**src/pkg/hdbp_defines.svh**
```systemverilog
`ifndef HDBP_DEFINES_SVH
`define HDBP_DEFINES_SVH

// clock figures in ns; the core period equals the aclk period
`define HDBP_ACLK_PERIOD_NS   25
`define HDBP_CORE_PERIOD_NS  25
`define HDBP_REQ_DROP_NS     (3 * `HDBP_CORE_PERIOD_NS)
`define HDBP_REARM_NS        (16 * `HDBP_CORE_PERIOD_NS)
// longest times round down, least times round up
`define HDBP_REQ_DROP_CYC    (`HDBP_REQ_DROP_NS / `HDBP_ACLK_PERIOD_NS)
`define HDBP_REARM_CYC       ((`HDBP_REARM_NS + `HDBP_ACLK_PERIOD_NS - 1) / `HDBP_ACLK_PERIOD_NS)

// register byte offsets
`define HDBP_REG_CTRL        12'h000
`define HDBP_REG_FRAME_SIZE  12'h004
`define HDBP_REG_READY       12'h008
`define HDBP_REG_IRQ_STATUS  12'h00c
`define HDBP_REG_IRQ_MASK    12'h010
`define HDBP_REG_ADDR        12'h014
`define HDBP_BUF_BASE        12'h100

// control bits
`define HDBP_CTRL_TX_DMA_EN  0
`define HDBP_CTRL_RX_DMA_EN  1
`define HDBP_CTRL_TX_IE      2
`define HDBP_CTRL_RX_IE      3
`define HDBP_CTRL_TX_SINGLE  4
`define HDBP_CTRL_RX_SINGLE  5
`define HDBP_CTRL_W          6
`define HDBP_CTRL_RESET      6'h00

// ready and interrupt status bits
`define HDBP_BIT_TX          0
`define HDBP_BIT_RX          1

// host address bits [3:1] that select the data ports
`define HDBP_DATA_PORT_SEL   3'h1

`define HDBP_RESP_OKAY       2'h0
`define HDBP_RESP_SLVERR     2'h2

`endif

```
**src/pkg/hdbp_pkg.sv**
```systemverilog
package hdbp_pkg;

	typedef enum logic [1:0] {
		hdbp_dma_idle = 2'b00,
		hdbp_dma_req  = 2'b01,
		hdbp_dma_hold = 2'b10
	} hdbp_dma_state_type;

endpackage : hdbp_pkg

```
**src/verilog/hdbp_dma_req.sv**
```systemverilog
`timescale 1ns/1ps
`default_nettype none
`include "hdbp_defines.svh"

module hdbp_dma_req (
	input  wire logic aclk,
	input  wire logic aresetn,
	input  wire logic enable,
	input  wire logic frame_ready,
	input  wire logic frame_end,
	input  wire logic single_style,
	input  wire logic dma_ack_n,
	output logic      dma_request
);

	localparam int DROP_MAX = `HDBP_REQ_DROP_CYC;
	localparam int REARM    = `HDBP_REARM_CYC;

	hdbp_pkg::hdbp_dma_state_type state_ff;
	hdbp_pkg::hdbp_dma_state_type nxt_state;
	logic [4:0] cnt_ff;
	logic [4:0] nxt_cnt;
	logic       req_ff;
	logic       nxt_req;
	logic       go;
	logic [4:0] gap_ff;

	// frame_end kills the request on the same edge that clears ready
	assign go = enable & frame_ready & ~frame_end;

	////////////////////////////////////////////////////////////
	// request sequencing: burst holds it for the frame, single drops per ack
	always_comb begin
		nxt_state = state_ff;
		nxt_cnt   = cnt_ff;
		nxt_req   = 1'b0;
		unique case (state_ff)
			hdbp_pkg::hdbp_dma_idle: begin
				if (go) begin
					nxt_state = hdbp_pkg::hdbp_dma_req;
					nxt_req   = 1'b1;
				end
			end
			hdbp_pkg::hdbp_dma_req: begin
				// burst or single; single drops on ack
				if (!go)
					nxt_state = hdbp_pkg::hdbp_dma_idle;
				else if (single_style && !dma_ack_n) begin
					nxt_state = hdbp_pkg::hdbp_dma_hold;
					nxt_cnt   = '0;
				end else
					nxt_req = 1'b1;
			end
			hdbp_pkg::hdbp_dma_hold: begin
				if (cnt_ff != 5'(REARM - 1))
					nxt_cnt = cnt_ff + 5'h01;
				else if (dma_ack_n)
					nxt_state = hdbp_pkg::hdbp_dma_idle;
			end
			default: nxt_state = hdbp_pkg::hdbp_dma_idle;
		endcase
	end

	always_ff @(posedge aclk) begin
		if (!aresetn) begin
			state_ff <= hdbp_pkg::hdbp_dma_idle;
			cnt_ff   <= 5'h00;
			req_ff   <= 1'b0;
		end else begin
			state_ff <= nxt_state;
			cnt_ff   <= nxt_cnt;
			req_ff   <= nxt_req;
		end
	end

	assign dma_request = req_ff;

	////////////////////////////////////////////////////////////
	// helper: cycles since request last fell, saturating
	always_ff @(posedge aclk) begin
		if (!aresetn)
			gap_ff <= 5'h1f;
		else if (req_ff)
			gap_ff <= 5'h00;
		else if (gap_ff != 5'h1f)
			gap_ff <= gap_ff + 5'h01;
	end

	req_enable_a: assert property (@(posedge aclk) disable iff (!aresetn)
		req_ff |-> $past(enable)) else $error("request without dma enable");
	ack_drop_a: assert property (@(posedge aclk) disable iff (!aresetn)
		single_style && req_ff && !dma_ack_n |-> ##[1:DROP_MAX] !req_ff)
		else $error("request not withdrawn after ack");
	rearm_gap_a: assert property (@(posedge aclk) disable iff (!aresetn)
		$rose(req_ff) && single_style && $past(state_ff, 2) == hdbp_pkg::hdbp_dma_hold
		|-> gap_ff >= 5'(REARM)) else $error("request rearmed too soon");
	end_drop_a: assert property (@(posedge aclk) disable iff (!aresetn)
		frame_end |=> !req_ff) else $error("request held after final strobe");

	burst_c: cover property (@(posedge aclk) disable iff (!aresetn)
		!single_style && req_ff && !dma_ack_n ##1 req_ff);
	single_c: cover property (@(posedge aclk) disable iff (!aresetn) $rose(req_ff) && gap_ff == 5'(REARM + 1));

endmodule : hdbp_dma_req
`default_nettype wire

```
**src/verilog/hdbp_frame_port.sv**
```systemverilog
`timescale 1ns/1ps
`default_nettype none
`include "hdbp_defines.svh"

module hdbp_frame_port #(
	parameter int AW = 5
) (
	input  wire logic          aclk,
	input  wire logic          aresetn,
	input  wire logic          strobe_n,
	input  wire logic          selected,
	input  wire logic          addr_lsb,
	input  wire logic [AW:0]   frame_size,
	input  wire logic          set_ready,
	output logic               ready,
	output logic [AW-1:0]      word_addr,
	output logic               access,
	output logic               lane,
	output logic               frame_end
);

	logic          prev_strobe_ff;
	logic          prev_sel_ff;
	logic          prev_lsb_ff;
	logic          ready_ff;
	logic          ready_d_ff;
	logic [AW-1:0] addr_ff;
	logic          step;

	////////////////////////////////////////////////////////////
	// an access completes on the strobe's rising edge; select and lsb are
	// taken from the cycle before, since both may drop right after it
	always_ff @(posedge aclk) begin
		if (!aresetn) begin
			prev_strobe_ff <= 1'b1;
			prev_sel_ff    <= 1'b0;
			prev_lsb_ff    <= 1'b0;
		end else begin
			prev_strobe_ff <= strobe_n;
			prev_sel_ff    <= selected;
			prev_lsb_ff    <= addr_lsb;
		end
	end

	assign access = prev_sel_ff & ~prev_strobe_ff & strobe_n;
	assign lane   = prev_lsb_ff;
	assign step   = access & prev_lsb_ff & ready_ff;
	assign frame_end = step && ({1'b0, addr_ff} + (AW+1)'(1) == frame_size);

	// ready drops on the edge after the final strobe
	always_ff @(posedge aclk) begin
		if (!aresetn) begin
			ready_ff   <= 1'b0;
			ready_d_ff <= 1'b0;
		end else begin
			ready_ff   <= set_ready | (ready_ff & ~frame_end);  // set wins over clear
			ready_d_ff <= ready_ff;
		end
	end

	always_ff @(posedge aclk) begin
		if (!aresetn)
			addr_ff <= '0;
		else if (ready_ff & ~ready_d_ff)
			addr_ff <= '0;
		else if (step)
			addr_ff <= addr_ff + AW'(1);
	end

	assign ready     = ready_ff;
	assign word_addr = addr_ff;

	////////////////////////////////////////////////////////////
	// check address clear
	addr_clear_a: assert property (@(posedge aclk) disable iff (!aresetn)
		$rose(ready_ff) |=> addr_ff == '0) else $error("address not cleared on ready rise");
	addr_step_a: assert property (@(posedge aclk) disable iff (!aresetn)
		step && !(ready_ff && !ready_d_ff) |=> addr_ff == $past(addr_ff) + AW'(1))
		else $error("address did not advance");
	ready_clear_a: assert property (@(posedge aclk) disable iff (!aresetn)
		frame_end && !set_ready |=> !ready_ff) else $error("ready held after final strobe");
	even_hold_a: assert property (@(posedge aclk) disable iff (!aresetn)
		access && !prev_lsb_ff && !(ready_ff && !ready_d_ff) |=> $stable(addr_ff))
		else $error("address moved on even byte");

	frame_done_c: cover property (@(posedge aclk) disable iff (!aresetn) frame_end);

endmodule : hdbp_frame_port
`default_nettype wire

```
**src/verilog/hdbp_host_port.sv**
```systemverilog
// The placing of the registers and register access over AXI4-Lite were chosen for this implementation.
`timescale 1ns/1ps
`default_nettype none
`include "hdbp_defines.svh"

module hdbp_host_port #(
	parameter int DEPTH = 32
) (
	input  wire logic        aclk,
	input  wire logic        aresetn,
	input  wire logic [11:0] s_axi_awaddr,
	input  wire logic        s_axi_awvalid,
	output logic             s_axi_awready,
	input  wire logic [31:0] s_axi_wdata,
	input  wire logic [3:0]  s_axi_wstrb,
	input  wire logic        s_axi_wvalid,
	output logic             s_axi_wready,
	output logic [1:0]       s_axi_bresp,
	output logic             s_axi_bvalid,
	input  wire logic        s_axi_bready,
	input  wire logic [11:0] s_axi_araddr,
	input  wire logic        s_axi_arvalid,
	output logic             s_axi_arready,
	output logic [31:0]      s_axi_rdata,
	output logic [1:0]       s_axi_rresp,
	output logic             s_axi_rvalid,
	input  wire logic        s_axi_rready,
	input  wire logic        host_chip_select_n,
	input  wire logic        host_write_strobe_n,
	input  wire logic        host_read_strobe_n,
	input  wire logic [3:0]  host_addr_bus,
	input  wire logic [7:0]  host_data_bus_in,
	output logic [7:0]       host_data_bus_out,
	output logic             host_data_bus_oe,
	input  wire logic        tx_dma_ack_n,
	input  wire logic        rx_dma_ack_n,
	output logic             tx_dma_request,
	output logic             rx_dma_request,
	output logic             host_interrupt_n,
	output logic             irq
);

	localparam int AW = $clog2(DEPTH);

	// byte-enable merge for any 32-bit register write
	function automatic logic [31:0] hdbp_merge(input logic [31:0] old, input logic [31:0] data,
		input logic [3:0] strb);
		logic [31:0] res;
		res = old;
		for (int i = 0; i < 4; i++)
			if (strb[i])
				res[i*8 +: 8] = data[i*8 +: 8];
		return res;
	endfunction : hdbp_merge

	logic [`HDBP_CTRL_W-1:0] ctrl_ff;
	logic [AW:0]             frame_size_ff;
	logic [1:0]              irq_status_ff;
	logic [1:0]              irq_mask_ff;
	logic [1:0]              nxt_irq_status;
	logic [15:0]             tx_mem [DEPTH];
	logic [15:0]             rx_mem [DEPTH];
	logic                    aw_held_ff;
	logic                    w_held_ff;
	logic [11:0]             waddr_ff;
	logic [31:0]             wdata_ff;
	logic [3:0]              wstrb_ff;
	logic                    bvalid_ff;
	logic [1:0]              bresp_ff;
	logic                    arready_ff;
	logic                    rvalid_ff;
	logic [31:0]             rdata_ff;
	logic [1:0]              rresp_ff;
	logic                    do_wr;
	logic                    nxt_aw_held;
	logic                    nxt_w_held;
	logic                    wr_buf;
	logic                    rd_buf;
	logic [AW-1:0]           wr_idx;
	logic [AW-1:0]           rd_idx;
	logic [7:0]              data_in_d_ff;
	logic [7:0]              data_out_ff;
	logic                    data_oe_ff;
	logic                    host_interrupt_n_ff;
	logic                    irq_ff;
	logic                    port_hit;
	logic                    tx_sel;
	logic                    rx_sel;
	logic                    tx_set;
	logic                    rx_set;
	logic                    tx_ready;
	logic                    rx_ready;
	logic [AW-1:0]           tx_addr;
	logic [AW-1:0]           rx_addr;
	logic                    tx_access;
	logic                    rx_access;
	logic                    tx_lane;
	logic                    rx_lane;
	logic                    tx_end;
	logic                    rx_end;

	////////////////////////////////////////////////////////////
	// axi write: address and data taken in either order, answered together
	assign do_wr       = aw_held_ff & w_held_ff & ~bvalid_ff;
	assign nxt_aw_held = do_wr ? 1'b0 : (aw_held_ff | (s_axi_awvalid & s_axi_awready));
	assign nxt_w_held  = do_wr ? 1'b0 : (w_held_ff | (s_axi_wvalid & s_axi_wready));
	assign wr_buf      = waddr_ff >= `HDBP_BUF_BASE && waddr_ff < `HDBP_BUF_BASE + 12'(DEPTH * 4);
	assign wr_idx      = AW'((waddr_ff - `HDBP_BUF_BASE) >> 2);

	always_ff @(posedge aclk) begin
		if (!aresetn) begin
			aw_held_ff    <= 1'b0;
			w_held_ff     <= 1'b0;
			s_axi_awready <= 1'b1;
			s_axi_wready  <= 1'b1;
			waddr_ff      <= 12'h000;
			wdata_ff      <= 32'h00000000;
			wstrb_ff      <= 4'h0;
		end else begin
			aw_held_ff    <= nxt_aw_held;
			w_held_ff     <= nxt_w_held;
			s_axi_awready <= ~nxt_aw_held;
			s_axi_wready  <= ~nxt_w_held;
			if (s_axi_awvalid && s_axi_awready)
				waddr_ff <= {s_axi_awaddr[11:2], 2'b00};
			if (s_axi_wvalid && s_axi_wready) begin
				wdata_ff <= s_axi_wdata;
				wstrb_ff <= s_axi_wstrb;
			end
		end
	end

	// write response; unmapped offsets answer slverr
	always_ff @(posedge aclk) begin
		if (!aresetn) begin
			bvalid_ff <= 1'b0;
			bresp_ff  <= `HDBP_RESP_OKAY;
		end else if (do_wr) begin
			bvalid_ff <= 1'b1;
			bresp_ff  <= (waddr_ff <= `HDBP_REG_ADDR || wr_buf) ? `HDBP_RESP_OKAY : `HDBP_RESP_SLVERR;
		end else if (s_axi_bready)
			bvalid_ff <= 1'b0;
	end

	// control, frame size and mask registers
	always_ff @(posedge aclk) begin
		if (!aresetn) begin
			ctrl_ff       <= `HDBP_CTRL_RESET;
			frame_size_ff <= '0;
			irq_mask_ff   <= 2'h0;
		end else if (do_wr) begin
			if (waddr_ff == `HDBP_REG_CTRL)
				ctrl_ff <= `HDBP_CTRL_W'(hdbp_merge(32'(ctrl_ff), wdata_ff, wstrb_ff));
			if (waddr_ff == `HDBP_REG_FRAME_SIZE)
				frame_size_ff <= (AW+1)'(hdbp_merge(32'(frame_size_ff), wdata_ff, wstrb_ff));
			if (waddr_ff == `HDBP_REG_IRQ_MASK)
				irq_mask_ff <= 2'(hdbp_merge(32'(irq_mask_ff), wdata_ff, wstrb_ff));
		end
	end

	// writing a one to a ready bit hands the frame buffer to the host
	assign tx_set = do_wr && waddr_ff == `HDBP_REG_READY && wstrb_ff[0] && wdata_ff[`HDBP_BIT_TX];
	assign rx_set = do_wr && waddr_ff == `HDBP_REG_READY && wstrb_ff[0] && wdata_ff[`HDBP_BIT_RX];

	////////////////////////////////////////////////////////////
	// frame-done events are sticky, write one to clear; a new event wins
	always_comb begin
		nxt_irq_status = irq_status_ff;
		if (do_wr && waddr_ff == `HDBP_REG_IRQ_STATUS && wstrb_ff[0])
			nxt_irq_status = irq_status_ff & ~wdata_ff[1:0];
		nxt_irq_status[`HDBP_BIT_TX] = nxt_irq_status[`HDBP_BIT_TX] | tx_end;
		nxt_irq_status[`HDBP_BIT_RX] = nxt_irq_status[`HDBP_BIT_RX] | rx_end;
	end

	always_ff @(posedge aclk) begin
		if (!aresetn) begin
			irq_status_ff <= 2'h0;
			irq_ff        <= 1'b0;
		end else begin
			irq_status_ff <= nxt_irq_status;
			irq_ff        <= |(nxt_irq_status & irq_mask_ff);
		end
	end

	////////////////////////////////////////////////////////////
	// axi read: one outstanding, answered the cycle after the address
	assign rd_buf = s_axi_araddr >= `HDBP_BUF_BASE && s_axi_araddr < `HDBP_BUF_BASE + 12'(DEPTH * 4);
	assign rd_idx = AW'((s_axi_araddr - `HDBP_BUF_BASE) >> 2);

	always_ff @(posedge aclk) begin
		if (!aresetn) begin
			arready_ff <= 1'b1;
			rvalid_ff  <= 1'b0;
			rdata_ff   <= 32'h00000000;
			rresp_ff   <= `HDBP_RESP_OKAY;
		end else if (s_axi_arvalid && arready_ff) begin
			arready_ff <= 1'b0;
			rvalid_ff  <= 1'b1;
			rresp_ff   <= `HDBP_RESP_OKAY;
			rdata_ff   <= 32'h00000000;
			if (rd_buf)
				rdata_ff <= 32'(tx_mem[rd_idx]);
			else
				unique case ({s_axi_araddr[11:2], 2'b00})
					`HDBP_REG_CTRL:       rdata_ff <= 32'(ctrl_ff);
					`HDBP_REG_FRAME_SIZE: rdata_ff <= 32'(frame_size_ff);
					`HDBP_REG_READY:      rdata_ff <= 32'({rx_ready, tx_ready});
					`HDBP_REG_IRQ_STATUS: rdata_ff <= 32'(irq_status_ff);
					`HDBP_REG_IRQ_MASK:   rdata_ff <= 32'(irq_mask_ff);
					`HDBP_REG_ADDR:       rdata_ff <= {16'h0000, 8'(rx_addr), 8'(tx_addr)};
					default:              rresp_ff <= `HDBP_RESP_SLVERR;
				endcase
		end else if (rvalid_ff && s_axi_rready) begin
			rvalid_ff  <= 1'b0;
			arready_ff <= 1'b1;
		end
	end

	////////////////////////////////////////////////////////////
	// ack stands in for chip select and decode
	assign port_hit = ~host_chip_select_n && host_addr_bus[3:1] == `HDBP_DATA_PORT_SEL;
	assign tx_sel   = port_hit | ~tx_dma_ack_n;
	assign rx_sel   = port_hit | ~rx_dma_ack_n;

	hdbp_frame_port #(.AW(AW)) u_tx_port (
		.aclk       (aclk),
		.aresetn    (aresetn),
		.strobe_n   (host_write_strobe_n),
		.selected   (tx_sel),
		.addr_lsb   (host_addr_bus[0]),
		.frame_size (frame_size_ff),
		.set_ready  (tx_set),
		.ready      (tx_ready),
		.word_addr  (tx_addr),
		.access     (tx_access),
		.lane       (tx_lane),
		.frame_end  (tx_end)
	);

	hdbp_frame_port #(.AW(AW)) u_rx_port (
		.aclk       (aclk),
		.aresetn    (aresetn),
		.strobe_n   (host_read_strobe_n),
		.selected   (rx_sel),
		.addr_lsb   (host_addr_bus[0]),
		.frame_size (frame_size_ff),
		.set_ready  (rx_set),
		.ready      (rx_ready),
		.word_addr  (rx_addr),
		.access     (rx_access),
		.lane       (rx_lane),
		.frame_end  (rx_end)
	);

	hdbp_dma_req u_tx_dma (
		.aclk         (aclk),
		.aresetn      (aresetn),
		.enable       (ctrl_ff[`HDBP_CTRL_TX_DMA_EN]),
		.frame_ready  (tx_ready),
		.frame_end    (tx_end),
		.single_style (ctrl_ff[`HDBP_CTRL_TX_SINGLE]),
		.dma_ack_n    (tx_dma_ack_n),
		.dma_request  (tx_dma_request)
	);

	hdbp_dma_req u_rx_dma (
		.aclk         (aclk),
		.aresetn      (aresetn),
		.enable       (ctrl_ff[`HDBP_CTRL_RX_DMA_EN]),
		.frame_ready  (rx_ready),
		.frame_end    (rx_end),
		.single_style (ctrl_ff[`HDBP_CTRL_RX_SINGLE]),
		.dma_ack_n    (rx_dma_ack_n),
		.dma_request  (rx_dma_request)
	);

	////////////////////////////////////////////////////////////
	// byte storage; the data bus is taken from the cycle before the access, while the strobe is still low
	always_ff @(posedge aclk) begin
		data_in_d_ff <= host_data_bus_in;
		if (tx_access)
			tx_mem[tx_addr][{tx_lane, 3'b000} +: 8] <= data_in_d_ff;
		if (do_wr && wr_buf)
			rx_mem[wr_idx] <= 16'(hdbp_merge(32'(rx_mem[wr_idx]), wdata_ff, wstrb_ff));
	end

	// read data driven while the strobe is low; one cycle access, well inside a strobe
	always_ff @(posedge aclk) begin
		if (!aresetn) begin
			data_out_ff <= 8'h00;
			data_oe_ff  <= 1'b0;
		end else begin
			data_out_ff <= rx_mem[rx_addr][{host_addr_bus[0], 3'b000} +: 8];
			data_oe_ff  <= ~host_read_strobe_n & rx_sel;
		end
	end

	always_ff @(posedge aclk) begin
		if (!aresetn)
			host_interrupt_n_ff <= 1'b1;
		else
			host_interrupt_n_ff <= ~((ctrl_ff[`HDBP_CTRL_TX_IE] & tx_ready & ~tx_end) |
				(ctrl_ff[`HDBP_CTRL_RX_IE] & rx_ready & ~rx_end));
	end

	assign s_axi_bvalid      = bvalid_ff;
	assign s_axi_bresp       = bresp_ff;
	assign s_axi_arready     = arready_ff;
	assign s_axi_rvalid      = rvalid_ff;
	assign s_axi_rdata       = rdata_ff;
	assign s_axi_rresp       = rresp_ff;
	assign host_data_bus_out = data_out_ff;
	assign host_data_bus_oe  = data_oe_ff;
	assign host_interrupt_n  = host_interrupt_n_ff;
	assign irq               = irq_ff;

	////////////////////////////////////////////////////////////
	// check tx end clears ready and request, and the interrupt unless rx is ready
	end_clear_a: assert property (@(posedge aclk) disable iff (!aresetn)
		tx_end && !tx_set |=> !tx_ready && !tx_dma_request && (host_interrupt_n || rx_ready))
		else $error("tx end not cleared in one cycle");
	tx_irq_a: assert property (@(posedge aclk) disable iff (!aresetn)
		ctrl_ff[`HDBP_CTRL_TX_IE] && tx_ready && !tx_end |=> !host_interrupt_n)
		else $error("tx ready did not raise interrupt");
	rx_irq_a: assert property (@(posedge aclk) disable iff (!aresetn)
		ctrl_ff[`HDBP_CTRL_RX_IE] && rx_ready && !rx_end |=> !host_interrupt_n)
		else $error("rx ready did not raise interrupt");
	rx_clear_a: assert property (@(posedge aclk) disable iff (!aresetn)
		rx_end && !rx_set |=> !rx_ready && !rx_dma_request) else $error("rx ready held after frame");
	rx_enable_a: assert property (@(posedge aclk) disable iff (!aresetn)
		rx_dma_request |-> $past(ctrl_ff[`HDBP_CTRL_RX_DMA_EN])) else $error("rx request while disabled");
	irq_idle_a: assert property (@(posedge aclk) disable iff (!aresetn)
		!ctrl_ff[`HDBP_CTRL_TX_IE] && !ctrl_ff[`HDBP_CTRL_RX_IE] |=> host_interrupt_n)
		else $error("interrupt without enable");

	tx_frame_c: cover property (@(posedge aclk) disable iff (!aresetn) tx_end);
	rx_frame_c: cover property (@(posedge aclk) disable iff (!aresetn) rx_end && rx_dma_request);

endmodule : hdbp_host_port
`default_nettype wire
```
**config.mk**
```make
export PLATFORM = sky130hd
export DESIGN_NAME = hdbp_host_port
export DESIGN_NICKNAME = d
export VERILOG_FILES = /design/src/pkg/hdbp_pkg.sv /design/src/verilog/hdbp_dma_req.sv /design/src/verilog/hdbp_frame_port.sv /design/src/verilog/hdbp_host_port.sv
export VERILOG_INCLUDE_DIRS = /design/src /design/src/pkg
export SDC_FILE = /design/constraint.sdc
export NUM_CORES = 1
export LEC_CHECK = 0
export BUFFER_PORTS_ARGS = -buffer_cell sky130_fd_sc_hd__clkbuf_2
export CAP_MARGIN = 20
export CELL_PAD_IN_SITES_DETAIL_PLACEMENT = 1
export CELL_PAD_IN_SITES_GLOBAL_PLACEMENT = 1
export CORE_ASPECT_RATIO = 1.25
export CORE_MARGIN = 3
export CORE_UTILIZATION = 55
export DETAILED_ROUTE_END_ITERATION = 8
export PLACE_DENSITY_LB_ADDON = 0.3
export SYNTH_ARGS = -nofsm -noshare
export SYNTH_HDL_FRONTEND = slang
export SYNTH_SLANG_ARGS = --single-unit
export TNS_END_PERCENT = 5
```
**constraint.sdc**
```tcl
create_clock -name aclk -period 4 [get_ports aclk]
set_input_delay 0.4 -clock aclk [delete_from_list [all_inputs] [get_ports aclk]]
set_output_delay 0.4 -clock aclk [all_outputs]
set_load 0.05 [all_outputs]
```
==> results of run 1 <==
-- power by group --
part | switching [W] | internal (W) | total [W]
clock | 0.00453 | 0.00646 | 0.0110
combinational | 0.000595 | 0.000317 | 0.000912
sequential | 0.0000849 | 0.0131 | 0.0132
-- final cells by class --
type                            instances  area, sq um  area share
Sequential cell                      1152        33300       0.647
Multi-Input combinational cell       1054        10900       0.213
Clock buffer                          135         2980      0.0579
Timing Repair Buffer                  218         2030      0.0394
Tap cell                             1062         1330      0.0258
Clock inverter                         69          852      0.0165
Inverter                               12         45.0    0.000874
Antenna cell                            1         2.50   0.0000486
-- metal layers --
metal,vias to the layer above,routed length (microns)
li1,9817,-
met1,12400,42700
met2,1054,62000
met3,228,8110
met4,6,4250
met5,-,38
-- worst min-delay path: stages --
cell,delay [ps]
clkbuf_2,120
nand2_1,70
a21oi_1,60
-- final timing paths --
kind | start | end | slack, ps | cells past startpoint
min reg2reg | waddr_ff[7] | waddr_ff[7] | 490 | 2
max reg2reg | u_rx_port.lane | tx_mem[13][11] | 860 | 3
max | u_rx_port.lane | tx_mem[13][11] | 860 | 3
min | s_axi_awaddr[3] | waddr_ff[3] | 20 | 3
-- synth_stat cells, types with 11 or more instances --
library cell	n
a21oi_1	61
a22oi_1	23
and2_1	15
buf_1	22
buf_2	23
buf_4	35
clkbuf_1	48
dfxtp_1	128
edfxtp_1	1024
inv_1	11
mux2i_1	68
mux4_2	286
nand2_1	115
nand2b_1	13
nand3_1	20
nand3b_1	11
nor2_1	186
nor2b_1	26
o21ai_0	28
o21ai_1	18
o22ai_1	14
xnor2_1	11
xor2_1	12
-- state kept, by name, indices dropped and copies added (netlist names), 2 cells and up, named ones only --
| register | cells |
|---|---|
| ctrl_ff | 6 |
| data_in_d_ff | 8 |
| frame_size_ff | 6 |
| host_data_bus_out | 8 |
| irq_mask_ff | 2 |
| irq_status_ff | 2 |
| rx_mem | 512 |
| s_axi_rdata | 16 |
| tx_mem | 512 |
| u_rx_dma.cnt_ff | 5 |
| u_rx_dma.state_ff | 2 |
| u_rx_port.word_addr | 5 |
| u_tx_dma.cnt_ff | 5 |
| u_tx_dma.state_ff | 2 |
| u_tx_port.word_addr | 5 |
| waddr_ff | 10 |
| wdata_ff | 16 |
| wstrb_ff | 2 |
-- logic make-up after synthesis --
family / Yosys count
AND/OR/NAND/NOR: 439
multiplexers: 363
XOR/XNOR: 23
AO/OA/AOI/OAI: 202
buffers and inverters: 148
other: 1
adder cells (fa/ha/maj): 9
flip-flops: 1152
-- what timing repair did --
action / 4_1_cts / 5_1_grt
hold buffers: 27 / 0
gates resized for setup: 0 / 0
hold endpoints to repair: 28 / 0
-- through the flow --
step,cells,hold WS (ps)
2_1_floorplan,2354,428
5_1_grt,3702,5.56
3_5_place_dp,3450,457
4_1_cts,3681,2.97
3_3_place_gp,3445,450
6_report,3703,22.4
==> impl_results.md, run 1 <==
- Least-Margin Pin Slew: 985 ps
- Setup Viol. Count Final: 0
- First-pass GRT wire length: 170000 microns
- GR Util met2: 0.466
- Relative slew slack: 0.343
- Core region area: 80600 sq um
- Post-synthesis sequential area ratio: 0.741
- Wirelength, routed: 117000 microns
- # clock sinks: 1152
- Congestion Overflow GR: 0
- Critical Path End Type: flop
- MaxCap Viol Count: 0
- Detailed-route via count: 23500
- P per Cell Area: 488 nW/um^2
- DRT iter0 DRCs: 2481
- RSZ-0062 raised after global routing: false
- Share of cells above drive strength 1: 0.260
- Post-layout instance area: 51500 sq um
- Final worst-path cycle share: 0.785
- Effective utilization at floorplan: 0.558
- GRT met3 Usage: 0.0488
- Top cell type's share of synthesized area: 0.684
- Synth Area in XOR/XNOR: 0.00448
- Yosys cell types: 68
- F_max: 318 MHz
- Final setup TNS: 0 ps
- Die Wd: 262 microns
- Port buffer count: 97
- Crit path DAT: 3440 ps
- Cell leakage power: 17.3 nW
- Core Util, Final: 0.639
- Htree depth: 3
- Yosys top cell by area: edfxtp_1
- Status: finished clean
- Pin count of the biggest net entering global routing: 67
- Pre-CTS setup slack: 905 ps
- Synth Area in Compound Gates: 0.0284
- Commonest non-fill, non-tap cell in the layout: edfxtp_1
- WL/cell: 31.6 microns
- Max FO, Critical Path: 20
- Most frequent cells in the layout: 1024 x edfxtp_1, 286 x mux4_2, 186 x nor2_1, 124 x dfxtp_1
- Row count: 116
- Setup WS post-layout: 858 ps
- Syn Inst Count: 2337
- Routed Antenna Nets: 0
- Post-DP Area: 46900 sq um
- CTS tree: yes
- Synth Area in Adders: 0.00251
- Met1 Usage GRT: 0.353
- TritonCTS buffer count: 107
- Startpoint types: flop
- Worst vdd ir: 621 uV
- Dominant synthesized flop cell: edfxtp_1
- # fillers: 6642
- Detailed Place HPWL: 74200 microns
- 1st-pass router iterations: 7
- Required @ worst endpoint: 4300 ps
- Gpl congestion: 0.834
- Mapped Area: 45000 sq um
- Synth Warn #: 0
- Max Transition Viols Final: 0
- Root buffer cell: clkbuf_16
- Crit Path Category: reg2reg
- Post-layout min period: 3140 ps
- Hold Fails Final Rpt: 0
- Avg Inst Size Synth: 19.2 sq um
- Die area: 85200 sq um
- Vias in the first global route: 25200
- Cell types occupying the most area after synthesis: edfxtp_1 68%, mux4_2 14%, dfxtp_1 5.7%
- Via-per-instance ratio: 6.34
- Worst-Skew Late Latency: 690 ps
- Main combinational cell family by area after synthesis: multiplexers
- Delay-heaviest family, CP: simple AND/OR/NAND/NOR gates
- Hold Path Class: in2reg
- Setup Skew: 23.6 ps
- Clock-pin slew on the worst setup and hold paths: 60 ps
- Grt peak-use layer: met2
- Max Root-Sink Buffers: 3
- Overall routing resource usage: 0.274
- Async set or reset register ratio after synthesis: 0
- Mux contribution to synthesized area: 0.161
- Post-CTS setup buffer count: 0
- Final net count: 2638
- FF+latch count, synth: 1152
- Initial antenna violation count: 4
- Remaining DRCs: 0
- Die Y: 326 microns
- Slowest stage delay, CP: 960 ps
- Bufs and invs on worst path: 0
- Synth Area in Simple Gates: 0.0455
- Count of flip-flops with a built-in enable after synthesis: 1024
- Tot Pwr: 0.0251 W
- Area Overhead vs Synth: 14.6%
- Critical Path, Cell by Cell: and4b_1, nand2_1, nor2_1
- Critical path's slowest cell: dfxtp_1
- # IOs: 138
No activity file was read; power rests on OpenSTA's default activity.
==> run 2: changes to the inputs <==
--- a/config.mk
+++ b/config.mk
@@ -12,7 +12,7 @@
 export CELL_PAD_IN_SITES_GLOBAL_PLACEMENT = 1
 export CORE_ASPECT_RATIO = 1.25
 export CORE_MARGIN = 3
-export CORE_UTILIZATION = 55
+export CORE_UTILIZATION = 54
 export DETAILED_ROUTE_END_ITERATION = 8
 export PLACE_DENSITY_LB_ADDON = 0.3
 export SYNTH_ARGS = -nofsm -noshare
==> constraint.sdc (replaced) <==
create_clock -name aclk -period 2.98 [get_ports aclk]
set_input_delay 0.298 -clock aclk [delete_from_list [all_inputs] [get_ports aclk]]
set_output_delay 0.298 -clock aclk [all_outputs]
set_load 0.05 [all_outputs]
==> impl_results.md, run 2 (synthesis results as in run 1) <==
- # fillers: 6981
- Die area: 86800 sq um
- Crit Path Category: reg2reg
- First-pass GRT wire length: 176000 microns
- Required @ worst endpoint: 3360 ps
- Core region area: 82000 sq um
- Worst-Skew Late Latency: 680 ps
- Setup Viol. Count Final: 0
- Core Util, Final: 0.637
- MaxCap Viol Count: 0
- Clock-pin slew on the worst setup and hold paths: 70 ps
- Least-Margin Pin Slew: 1070 ps
- Remaining DRCs: 0
- Pin count of the biggest net entering global routing: 67
- Total area of sequential cells: 33300 sq um
- # clock sinks: 1152
- Max Root-Sink Buffers: 3
- # IOs: 138
- Routed Antenna Nets: 0
- Row count: 117
- Most frequent cells in the layout: 1024 x edfxtp_1, 286 x mux4_2, 206 x buf_4, 186 x nor2_1, 124 x dfxtp_1
- DRT iter0 DRCs: 2700
- Post-layout min period: 2690 ps
- Biggest regs: rx_mem (512), tx_mem (512)
- Final net count: 2791
- RSZ-0062 raised after global routing: false
- Hold path cells: 3
- Status: finished clean
- Congestion Overflow GR: 0
- Critical Path Source: waddr_ff[7]
- Detailed-route via count: 24300
- 1st-pass router iterations: 5
- Worst vdd ir: 631 uV
- Antenna Cells: 0
- Worst r2r src: waddr_ff[7]
- WL/cell: 30.9 microns
- Initial antenna violation count: 0
- Root buffer cell: clkbuf_16
- Htree depth: 3
- Final worst-path cycle share: 0.901
- Effective utilization at floorplan: 0.548
- Hold Path Class: in2reg
- Detailed Place HPWL: 76300 microns
- TritonCTS buffer count: 110
- CTS tree: yes
- Port buffer count: 97
- Max Transition Viols Final: 0
- Wirelength, routed: 120000 microns
- Crit path DAT: 3070 ps
- Max FO, Critical Path: 8
- P per Cell Area: 632 nW/um^2
- Vias in the first global route: 26400
- HP Start: host_chip_select_n
- Via-per-instance ratio: 6.29
- Overall routing resource usage: 0.277
- Die Y: 329 microns
- Area Overhead vs Synth: 16.2%
- Critical Path End Type: flop
- Die Wd: 264 microns
- Final setup TNS: 0 ps
- Cell leakage power: 17.9 nW
- Post-CTS Resized: 0
- F_max: 372 MHz
- Setup Skew: 25.4 ps
- R2R cell count: 6
- Post-CTS setup buffer count: 0
- Multi-input gate area: 11000 sq um
- Share of cells above drive strength 1: 0.288
- Commonest non-fill, non-tap cell in the layout: edfxtp_1
- Relative slew slack: 0.283
- Startpoint types: flop
- Gpl congestion: 0.857
- Hold Fails Final Rpt: 0
run 2: final timing paths:
kind | endpoint | slack [ps]
max | rx_mem[14][5] | 290
min | u_tx_port.prev_sel_ff | 60
max reg2reg | rx_mem[14][5] | 290
min reg2reg | waddr_ff[11] | 480
run 2: worst max-delay path: stages, from the launching register on:
cell     delay, ps
dfxtp_1        310
nor4_1         540
and2_1         380
and3_1         270
nand2_1        370
nor2_1         270
buf_4          230
run 2: layer usage:
layer | routed length [microns] | vias to the layer above | global-route usage
li1 | - | 10100 | -
met1 | 43900 | 12900 | 0.348
met2 | 63400 | 1059 | 0.489
met3 | 7280 | 257 | 0.0396
met4 | 4950 | 0 | 0.111
met5 | 0 | - | 0
run 2: final cells by class:
| class | count | area share |
|---|---|---|
| repair buffers | 368 | 0.0561 |
| flip-flops and latches | 1152 | 0.638 |
| multi-input cells | 1054 | 0.210 |
| inverters | 12 | 0.000863 |
| well taps | 1071 | 0.0257 |
| clock buffers | 136 | 0.0568 |
| clock inverters | 70 | 0.0125 |
run 2: repair_timing:
item / 4_1_cts / 5_1_grt
hold endpoints to repair: 44 / 0
setup endpoints to repair: 0 / 0
hold buffers: 45 / 0
run 2: where the power goes:
group	total, W	internal, W	switching [W]	leakage (nW)
clock network	0.0140	0.00802	0.00599	1.78
registers	0.0177	0.0176	0.000101	11.1
logic	0.00124	0.000414	0.000821	4.97
run 2: per-stage QoR:
| step | setup slack, ps | area (sq um) | instances | hold slack [ps] | total power [W] |
|---|---|---|---|---|---|
| after floorplan | 750 | 45000 | 2354 | 326 | 0.0187 |
| after global placement | 409 | 47900 | 3603 | 402 | 0.0191 |
| after detailed placement | 377 | 47900 | 3603 | 403 | 0.0192 |
| after CTS | 366 | 52000 | 3854 | 19.2 | 0.0331 |
| after global routing | 90.5 | 52200 | 3863 | 42.2 | 0.0339 |
| final | 294 | 52200 | 3863 | 59.0 | 0.0330 |
